`src/prc_pkg.sv`:
```
// Shared constants for the reset, power-down and host clock control block
package prc_pkg;
   localparam int CLK_MHZ = 125;
   localparam int PG_LOW_US = 100;
   localparam int PG_LOW_CYC = PG_LOW_US * CLK_MHZ;
   localparam int PCO_MAX_US = 350;
   localparam int PCO_MAX_CYC = PCO_MAX_US * CLK_MHZ;
   localparam int CLK_START_US = 20;
   localparam int CLK_START_CYC = CLK_START_US * CLK_MHZ;
   localparam int CNT_W = 16;
   localparam logic [1:0] CLK_HALF_DIV = 2'h2;
   localparam int NPORT = 2;
   // Received amplitude codes in mV peak to peak
   localparam logic [7:0] IDLE_ENTER_MV = 8'h41;
   localparam logic [7:0] IDLE_EXIT_MV = 8'hC8;
   localparam logic [3:0] IDLE_HOLD_CYC = 4'h8;
   localparam logic [1:0] SPD_10 = 2'h0;
   localparam logic [1:0] SPD_100 = 2'h1;
   localparam logic [1:0] SPD_1000 = 2'h2;
   // Host register map
   localparam logic [7:0] REG_CTRL = 8'h00;
   localparam logic [7:0] REG_STATUS = 8'h04;
   localparam logic [7:0] REG_AMP = 8'h08;
   localparam int CTRL_PG = 0;
   localparam int CTRL_RST_N = 1;
   localparam int CTRL_SLEEP = 2;
   localparam int CTRL_PD = 3;
   localparam logic [3:0] CTRL_RESET_VAL = 4'h0;
   localparam logic [7:0] AMP_RESET_VAL = 8'hFF;
   typedef enum logic [1:0] {PRC_OFF, PRC_RESET, PRC_SLEEP, PRC_ACTIVE} prc_mode_t;
endpackage

```
`src/prc_if.sv`:
```
// Control and serial-link status signals between host hub and PHY
`timescale 1ns/1ps
`default_nettype none
interface prc_if;
   logic supply_good_input;
   logic chip_reset_input_n;
   logic chip_sleep_input;
   logic link_pd_ind;
   logic [7:0] link_rx_amp;
   logic host_clock_output;
   modport device (
      input supply_good_input,
      input chip_reset_input_n,
      input chip_sleep_input,
      input link_pd_ind,
      input link_rx_amp,
      output host_clock_output
   );
   modport host (
      output supply_good_input,
      output chip_reset_input_n,
      output chip_sleep_input,
      output link_pd_ind,
      output link_rx_amp,
      input host_clock_output
   );
endinterface
`default_nettype wire

```
`src/prc_sync.sv`:
```
// Two-stage synchroniser for a group of level signals
`timescale 1ns/1ps
`default_nettype none
module prc_sync #(
   parameter int W = 1
) (
   input wire logic core_clk,
   input wire logic rst,
   input wire logic [W-1:0] d,
   output logic [W-1:0] q
);
   logic [W-1:0] meta;
   // First stage feeds only the second
   always_ff @(posedge core_clk) begin
      if (rst) begin
         meta <= '0;
         q <= '0;
      end else begin
         meta <= d;
         q <= meta;
      end
   end
endmodule // prc_sync
`default_nettype wire

```
`src/prc_device.sv`:
```
// PHY side: power state, reset, host clock, port power and speed control
`timescale 1ns/1ps
`default_nettype none
module prc_device (
   input wire logic core_clk,
   input wire logic rst,
   prc_if.device lnk,
   input wire logic [prc_pkg::NPORT-1:0] port_disable,
   input wire logic [prc_pkg::NPORT-1:0] phy_pd_bit,
   input wire logic [prc_pkg::NPORT-1:0] link_required,
   input wire logic [prc_pkg::NPORT-1:0] link_up,
   input wire logic [prc_pkg::NPORT-1:0] energy_seen,
   input wire logic [prc_pkg::NPORT-1:0] force_en,
   input wire logic [2*prc_pkg::NPORT-1:0] force_speed,
   input wire logic [2*prc_pkg::NPORT-1:0] partner_speed,
   input wire logic low_power_state,
   input wire logic low_power_link_up,
   input wire logic an1000_disable,
   output logic chip_powered,
   output logic logic_reset,
   output logic chip_active,
   output logic link_idle,
   output logic tx_active,
   output logic [prc_pkg::NPORT-1:0] port_phy_en,
   output logic [prc_pkg::NPORT-1:0] port_link_en,
   output logic [prc_pkg::NPORT-1:0] energy_detect_mode,
   output logic [2*prc_pkg::NPORT-1:0] speed_sel
);
   // Whole block state in one word, registered in one place
   typedef struct packed {
      prc_pkg::prc_mode_t mode;
      logic [prc_pkg::CNT_W-1:0] clk_cnt;
      logic clk_on;
      logic [1:0] div;
      logic host_clk;
      logic [3:0] idle_cnt;
      logic idle;
      logic powered;
      logic in_reset;
      logic active;
      logic tx;
      logic [prc_pkg::NPORT-1:0] phy_en;
      logic [prc_pkg::NPORT-1:0] link_en;
      logic [prc_pkg::NPORT-1:0] ed_mode;
      logic [2*prc_pkg::NPORT-1:0] speed;
   } prc_dev_state_t;

   prc_dev_state_t st;
   prc_dev_state_t next_st;
   // Synchronised copies of the control pins
   logic [3:0] sync_q;
   logic pg_s;
   logic rst_n_s;
   logic sleep_s;
   logic pd_s;

   // Control pins arrive unrelated to our clock
   prc_sync #(.W(4)) u_sync (
      .core_clk(core_clk),
      .rst(rst),
      .d({lnk.supply_good_input, lnk.chip_reset_input_n, lnk.chip_sleep_input,
          lnk.link_pd_ind}),
      .q(sync_q)
   );
   assign pg_s = sync_q[3];
   assign rst_n_s = sync_q[2];
   assign sleep_s = sync_q[1];
   assign pd_s = sync_q[0];

   // Next-state logic
   always_comb begin
      logic [1:0] spd;
      logic [1:0] cap;
      spd = prc_pkg::SPD_10;
      cap = prc_pkg::SPD_1000;
      next_st = st;
      // Mode from the three pins; supply good outranks the others
      if (!pg_s) begin
         next_st.mode = prc_pkg::PRC_OFF;
      end else if (!rst_n_s) begin
         next_st.mode = prc_pkg::PRC_RESET;
      end else if (sleep_s) begin
         next_st.mode = prc_pkg::PRC_SLEEP;
      end else begin
         next_st.mode = prc_pkg::PRC_ACTIVE;
      end
      // Reset and sleep need no start-up order, only the levels matter
      case (next_st.mode)
         prc_pkg::PRC_OFF: begin
            next_st.powered = 1'b0;
            next_st.in_reset = 1'b1;
            next_st.active = 1'b0;
         end
         prc_pkg::PRC_RESET: begin
            next_st.powered = 1'b1;
            next_st.in_reset = 1'b1;
            next_st.active = 1'b0;
         end
         prc_pkg::PRC_SLEEP: begin
            next_st.powered = 1'b1;
            next_st.in_reset = 1'b0;
            next_st.active = 1'b0;
         end
         prc_pkg::PRC_ACTIVE: begin
            next_st.powered = 1'b1;
            next_st.in_reset = 1'b0;
            next_st.active = 1'b1;
         end
         default: begin
            next_st.powered = 1'b0;
            next_st.in_reset = 1'b1;
            next_st.active = 1'b0;
         end
      endcase

      // Host clock: lock wait after supply good, well inside the limit
      // Counts on the synchronised level, so a pin glitch cannot
      // start the clock early
      if (!pg_s) begin
         next_st.clk_cnt = '0;
         next_st.clk_on = 1'b0;
      end else if (!st.clk_on) begin
         if (st.clk_cnt == prc_pkg::CNT_W'(prc_pkg::CLK_START_CYC - 1)) begin
            next_st.clk_on = 1'b1;
         end else begin
            next_st.clk_cnt = st.clk_cnt + 1'b1;
         end
      end

      // Divider enable toggles the clock; reset and sleep leave it running
      if (!st.clk_on) begin
         next_st.div = '0;
         next_st.host_clk = 1'b0;
      end else if (st.div == prc_pkg::CLK_HALF_DIV - 2'h1) begin
         next_st.div = '0;
         next_st.host_clk = ~st.host_clk;
      end else begin
         next_st.div = st.div + 2'h1;
      end

      // Idle detect with hysteresis; short dips are ignored
      // Amplitude bus is taken as steady in this clock domain
      if (!next_st.active) begin
         next_st.idle_cnt = '0;
         next_st.idle = 1'b1;
      end else if (lnk.link_rx_amp < prc_pkg::IDLE_ENTER_MV) begin
         if (st.idle_cnt == prc_pkg::IDLE_HOLD_CYC - 4'h1) begin
            next_st.idle = 1'b1;
         end else begin
            next_st.idle_cnt = st.idle_cnt + 4'h1;
         end
      end else begin
         next_st.idle_cnt = '0;
         if (lnk.link_rx_amp > prc_pkg::IDLE_EXIT_MV) begin
            next_st.idle = 1'b0;
         end
      end
      // Transmit quiet while idle or not active
      next_st.tx = next_st.active & ~next_st.idle & ~pd_s;
      // Per-port power and speed
      for (int p = 0; p < prc_pkg::NPORT; p++) begin
         logic run;
         run = next_st.active & ~port_disable[p] & ~phy_pd_bit[p] & ~pd_s;
         next_st.phy_en[p] = run;
         next_st.link_en[p] = next_st.active & ~port_disable[p];
         next_st.ed_mode[p] = run & link_required[p] & ~link_up[p] & ~energy_seen[p];
         // Gigabit barred by option or by a low power state
         cap = prc_pkg::SPD_1000;
         if (an1000_disable || low_power_state) begin
            cap = prc_pkg::SPD_100;
         end
         if (low_power_state && low_power_link_up) begin
            cap = prc_pkg::SPD_10;
         end
         if (force_en[p]) begin
            spd = force_speed[2*p +: 2];
         end else begin
            spd = partner_speed[2*p +: 2];
         end
         if (spd > cap) begin
            spd = cap;
         end
         // A stopped port reports the lowest speed
         next_st.speed[2*p +: 2] = run ? spd : prc_pkg::SPD_10;
      end
   end

   // State register
   // Reset lands off, in reset, with the link marked idle
   always_ff @(posedge core_clk) begin
      if (rst) begin
         st <= '{mode: prc_pkg::PRC_OFF, in_reset: 1'b1, idle: 1'b1, default: '0};
      end else begin
         st <= next_st;
      end
   end

   // Outputs straight from state
   // Nothing after the flops, so no output can glitch
   assign lnk.host_clock_output = st.host_clk;
   assign chip_powered = st.powered;
   assign logic_reset = st.in_reset;
   assign chip_active = st.active;
   assign link_idle = st.idle;
   assign tx_active = st.tx;
   assign port_phy_en = st.phy_en;
   assign port_link_en = st.link_en;
   assign energy_detect_mode = st.ed_mode;
   assign speed_sel = st.speed;
endmodule // prc_device
`default_nettype wire

```
`src/flat_wrapper.sv`:
```
// flat-port wrapper written by rule: the top's interface ports become plain ports
module prc_device_flat 
  (core_clk, rst, port_disable, phy_pd_bit, link_required, link_up, energy_seen, force_en, force_speed, partner_speed, low_power_state, low_power_link_up, an1000_disable, chip_powered, logic_reset, chip_active, link_idle, tx_active, port_phy_en, port_link_en, energy_detect_mode, speed_sel, lnk_supply_good_input, lnk_chip_reset_input_n, lnk_chip_sleep_input, lnk_link_pd_ind, lnk_link_rx_amp, lnk_host_clock_output);
  prc_if lnk_i ();
  input wire logic core_clk;
  input wire logic rst;
  input wire logic [prc_pkg::NPORT-1:0] port_disable;
  input wire logic [prc_pkg::NPORT-1:0] phy_pd_bit;
  input wire logic [prc_pkg::NPORT-1:0] link_required;
  input wire logic [prc_pkg::NPORT-1:0] link_up;
  input wire logic [prc_pkg::NPORT-1:0] energy_seen;
  input wire logic [prc_pkg::NPORT-1:0] force_en;
  input wire logic [2*prc_pkg::NPORT-1:0] force_speed;
  input wire logic [2*prc_pkg::NPORT-1:0] partner_speed;
  input wire logic low_power_state;
  input wire logic low_power_link_up;
  input wire logic an1000_disable;
  output logic chip_powered;
  output logic logic_reset;
  output logic chip_active;
  output logic link_idle;
  output logic tx_active;
  output logic [prc_pkg::NPORT-1:0] port_phy_en;
  output logic [prc_pkg::NPORT-1:0] port_link_en;
  output logic [prc_pkg::NPORT-1:0] energy_detect_mode;
  output logic [2*prc_pkg::NPORT-1:0] speed_sel;
  input wire logic [$bits(lnk_i.supply_good_input)-1:0] lnk_supply_good_input;
  input wire logic [$bits(lnk_i.chip_reset_input_n)-1:0] lnk_chip_reset_input_n;
  input wire logic [$bits(lnk_i.chip_sleep_input)-1:0] lnk_chip_sleep_input;
  input wire logic [$bits(lnk_i.link_pd_ind)-1:0] lnk_link_pd_ind;
  input wire logic [$bits(lnk_i.link_rx_amp)-1:0] lnk_link_rx_amp;
  output wire logic [$bits(lnk_i.host_clock_output)-1:0] lnk_host_clock_output;
  assign lnk_i.supply_good_input = lnk_supply_good_input;
  assign lnk_i.chip_reset_input_n = lnk_chip_reset_input_n;
  assign lnk_i.chip_sleep_input = lnk_chip_sleep_input;
  assign lnk_i.link_pd_ind = lnk_link_pd_ind;
  assign lnk_i.link_rx_amp = lnk_link_rx_amp;
  assign lnk_host_clock_output = lnk_i.host_clock_output;
  prc_device u_core (.core_clk(core_clk), .rst(rst), .lnk(lnk_i), .port_disable(port_disable), .phy_pd_bit(phy_pd_bit), .link_required(link_required), .link_up(link_up), .energy_seen(energy_seen), .force_en(force_en), .force_speed(force_speed), .partner_speed(partner_speed), .low_power_state(low_power_state), .low_power_link_up(low_power_link_up), .an1000_disable(an1000_disable), .chip_powered(chip_powered), .logic_reset(logic_reset), .chip_active(chip_active), .link_idle(link_idle), .tx_active(tx_active), .port_phy_en(port_phy_en), .port_link_en(port_link_en), .energy_detect_mode(energy_detect_mode), .speed_sel(speed_sel));
endmodule
```
`config.mk`:
```
export PLATFORM = sky130hd
export DESIGN_NAME = prc_device_flat
export DESIGN_NICKNAME = d
export VERILOG_FILES = /design/src/prc_pkg.sv /design/src/prc_if.sv /design/src/prc_sync.sv /design/src/prc_device.sv /design/src/flat_wrapper.sv
export SDC_FILE = /design/constraint.sdc
export NUM_CORES = 1
export LEC_CHECK = 0
export ABC_AREA = 0
export BUFFER_PORTS_ARGS = -buffer_cell sky130_fd_sc_hd__buf_2
export CORE_MARGIN = 5
export CORE_UTILIZATION = 56
export CTS_BUF_LIST = sky130_fd_sc_hd__clkbuf_8 sky130_fd_sc_hd__clkbuf_16
export DETAILED_ROUTE_END_ITERATION = 7
export PLACE_DENSITY_LB_ADDON = 0.15
export SETUP_SLACK_MARGIN = 0.15
export SLEW_MARGIN = 20
export SYNTH_ARGS = -nofsm -noshare
export SYNTH_HDL_FRONTEND = slang
export SYNTH_SLANG_ARGS = --single-unit
```
`constraint.sdc`:
```
create_clock -name core_clk -period 3.8 [get_ports core_clk]
set_input_delay 1.14 -clock core_clk [delete_from_list [all_inputs] [get_ports core_clk]]
set_output_delay 1.14 -clock core_clk [all_outputs]
set_load 0.02 [all_outputs]
```
==> run summary <==
The post-synthesis instance area was 2030 sq um. For the worst-skew pair, the clock arrives at the later sink with an insertion delay of 0.29 ns. The HPWL after detailed placement is 2690 um.

The die covers 4940 sq um. The total global-route track usage came out at 0.148. The critical path in this run is classified as in -> reg. The run gives 0.363 as the portion of total power attributed to the clock network. Yosys attributes the largest share of cell area to dfxtp_1, ha_1, nor2_1. The max-slew violation count was 0.

The tools report the placeable core area as 3420 sq um. The tools report the clock tree skew after final layout as 0.00670 ns. The nature of the critical path startpoint was an input pin. For this run, the post-layout net count is 304. The pre-antenna-repair detailed-routing pass consisted of 4 iterations. The die is 70.3 um wide.

The Yosys warning count was 0. The DRC marker count from the first detailed-route iteration came out at 46. The count of filler cells inserted in the layout is 268. For this run, the number of standard cells in the final layout without fillers is 305. The synthesized design contains 0 enable-type register cells. The number of gates resized after cts was 0. The tools report the final setup slack of the worst path as 1.22 ns. Cell with the most instances after synthesis: dfxtp_1. The wire length per cell works out to 11.5 um. The tightest hold path in the finished design has a slack of 0.390 ns. For this design the static power due to leakage is 0.999 nW.

In this run the power spent charging and discharging nets is 182 uW. Data on the critical path is required at its endpoint by 4.04 ns. The number of setup buffers added after CTS is 0.

Setup repair after global routing left no endpoint under its margin. By count the netlist is led by dfxtp_1, nor2_1, nor2b_1, buf_4, nand2_1. At the pin with the least slew margin, the transition time is 0.622 ns.

The number of input and output port buffers inserted is 52, and the fraction of the yosys area taken by sequential cells is 0.462. The largest net degree at the start of global routing was 17; the synthesized instance count was 212. The via count of the first global-routing pass was 1376; the total count of hold-check failures in the final report was 0. The run gives 0 as the number of antenna violations at the first check in global routing. Including well taps, the total number of placed cells is 297. The clock sink count came out at 47.

The tools report the part of the total power dissipated in combinational logic as 0.068. The most used flip-flop cell after synthesis is dfxtp_1. The fraction of final layout cells with drive strength greater than 1 was 0.282; the switching fraction of total power was 0.208. The H-tree generated during clock tree synthesis spans 2 levels. In the final timing run, aggregate negative setup slack is 0 ns. Overall via count from detail_route: 1554. The floorplan has 21 rows.

Counting flops and latches in the post-synthesis netlist gives 47. 0 antenna diodes ended up in the layout. TritonCTS built the clock tree. After global routing the overflow that remains totals 0.

The tools report the setup slack of the worst register-to-register path as 2.01 ns. Cell internal power was estimated by the tool at 693 uW. The share of the clock period used by the worst path was 0.679. The tools report the sort of element at the end of the critical path as a flop. The final layout contains routed wiring with a total length of 3500 um. The area growth from synthesis to final layout is 16.5%. The tools report the maximum ir drop on the vdd rail as 0.332 mV. The biggest area contributor in the post-synthesis netlist is dfxtp_1.

Prior to clock tree synthesis, the placed netlist has a worst setup slack of 0.881 ns. The cell sitting at the root of the clock tree is a clkbuf_8. The number of clock buffers added by TritonCTS is 5. After detailed routing, the number of vias per cell comes to 5.10. Setup violations remaining at the end of the flow were counted as 0. The run finished with clean final reports. The min-delay analysis places its worst path in the category reg -> reg. The run gives 42 as the number of distinct standard cells referenced by the synthesized netlist. The share of Yosys cell area claimed by the top area cell type was 0.462; the number of nets in the synthesized netlist was 258.

Clock-pin slew was measured on the worst setup and hold paths at 0.08 ns. The logs give 0 for the number of hold buffers added after CTS and 0.585 for the relative max-transition margin. The run gives 0 as the post-detailed-route count of antenna-violating nets.

Dividing total power by cell area gives a power density of 369 nW/um^2. The tools report the post-detailed-route DRC marker count as 0. Routability-driven placement finished with a final weighted congestion of 0.828.

Based on the critical path, the design can be clocked at up to 387 MHz. The async set-reset flop share out of synthesis is 0, and the die extent in y is 70.3 um. Pin placement for this block handled 53 I/O pins.

The data arrival at the endpoint of the critical path is 2.82 ns, and the post-synthesis average cell area is 9.60 sq um. The reported max-cap violation count came out at 0. For the number of buffers on the longest clock path, the log shows 2. Power share of the sequential group: 0.570. The initial core utilization was 0.596.

The first global-routing pass estimated 5980 um of wire. Of all nets on the critical path, the largest fanout is 16. The smallest clock period supported by the final layout is computed as 2.58 ns.
power by group through the flow:
stage               sequential, mW  combinational, mW  clock [mW]
global placement             0.510             0.0575           0
floorplan                    0.510             0.0324           0
global route                 0.499             0.0672       0.346
CTS                          0.499             0.0598       0.327
finish                       0.499             0.0593       0.317
detailed placement           0.510             0.0593           0
kinds of logic (layout without fill, tap and decap cells):
group | count (synthesis) | count (layout) | share of synthesized area
AOI/OAI and AO/OA | 27 | 27 | 0.0886
and+or+nand+nor | 92 | 92 | 0.260
muxes | 6 | 6 | 0.0308
adders and majority gates | 9 | 9 | 0.0554
xor gates and xnor gates | 11 | 11 | 0.0474
DFF | 47 | 47 | 0.462
buffers and inverters | 20 | 67 | 0.0553
per-layer routing:
layer  wire, um  track usage
met1       1650        0.190
met2       1460        0.219
met3        345       0.0603
met4         51       0.0574
met5          0            0
worst max-delay path, cell delays in order:
cell	delay, ns
buf_2	0.16
nand2b_1	0.44
inv_2	0.24
nand3b_1	0.24
nor4_2	0.35
o221a_2	0.25
layout by cell type (no fill, tap or decap), types with 4 or more instances in the layout:
master | Yosys | routed
nand2b_1 | 4 | 4
or3_1 | 4 | 4
nand2_1 | 10 | 10
inv_1 | 6 | 6
o21ai_0 | 8 | 8
nor3_1 | 8 | 8
clkbuf_8 | 0 | 7
nand3_1 | 5 | 5
nor2b_1 | 11 | 11
xnor2_1 | 9 | 9
mux2i_1 | 4 | 4
nor2_1 | 21 | 21
buf_2 | 0 | 52
dfxtp_1 | 47 | 47
a21oi_1 | 8 | 8
ha_1 | 9 | 9
sequential cells by signal, summed over array words and instances, names as in the netlist:
signal,cells
u_core.st,23
u_core.speed_sel,4
u_core.u_sync.meta,4
u_core.u_sync.q,4
u_core.energy_detect_mode,2
u_core.port_link_en,2
u_core.port_phy_en,2
u_core.chip_active,1
u_core.chip_powered,1
u_core.link_idle,1
u_core.lnk.host_clock_output,1
u_core.logic_reset,1
u_core.tx_active,1
per-stage QoR:
step / utilization / power (mW) / area, sq um
2_1_floorplan: - / 0.543 / 2030
3_3_place_gp: 0.663 / 0.568 / 2270
3_5_place_dp: 0.663 / 0.570 / 2270
4_1_cts: 0.694 / 0.886 / 2370
5_1_grt: 0.694 / 0.912 / 2370
6_report: 0.694 / 0.875 / 2370
area by class of cell:
type | count | area (sq um) | share of cell area
Timing Repair Buffer | 52 | 260 | 0.110
Clock buffer | 7 | 96.3 | 0.0407
Inverter | 7 | 26.3 | 0.0111
Sequential cell | 47 | 941 | 0.397
Clock inverter | 1 | 7.51 | 0.00317
Multi-Input combinational cell | 145 | 981 | 0.414
Tap cell | 46 | 57.6 | 0.0243
worst paths after layout:
check | depth (start not counted) | startpoint | to
worst max register to register | 5 | u_core.u_sync.q[3] | u_core.speed_sel[2]
worst min-delay path | 1 | u_core.u_sync.q[2] | u_core.logic_reset
worst min register to register | 1 | u_core.u_sync.q[2] | u_core.logic_reset
worst max-delay path | 6 | rst | u_core.speed_sel[2]
No activity file was read; power rests on OpenSTA's default activity.
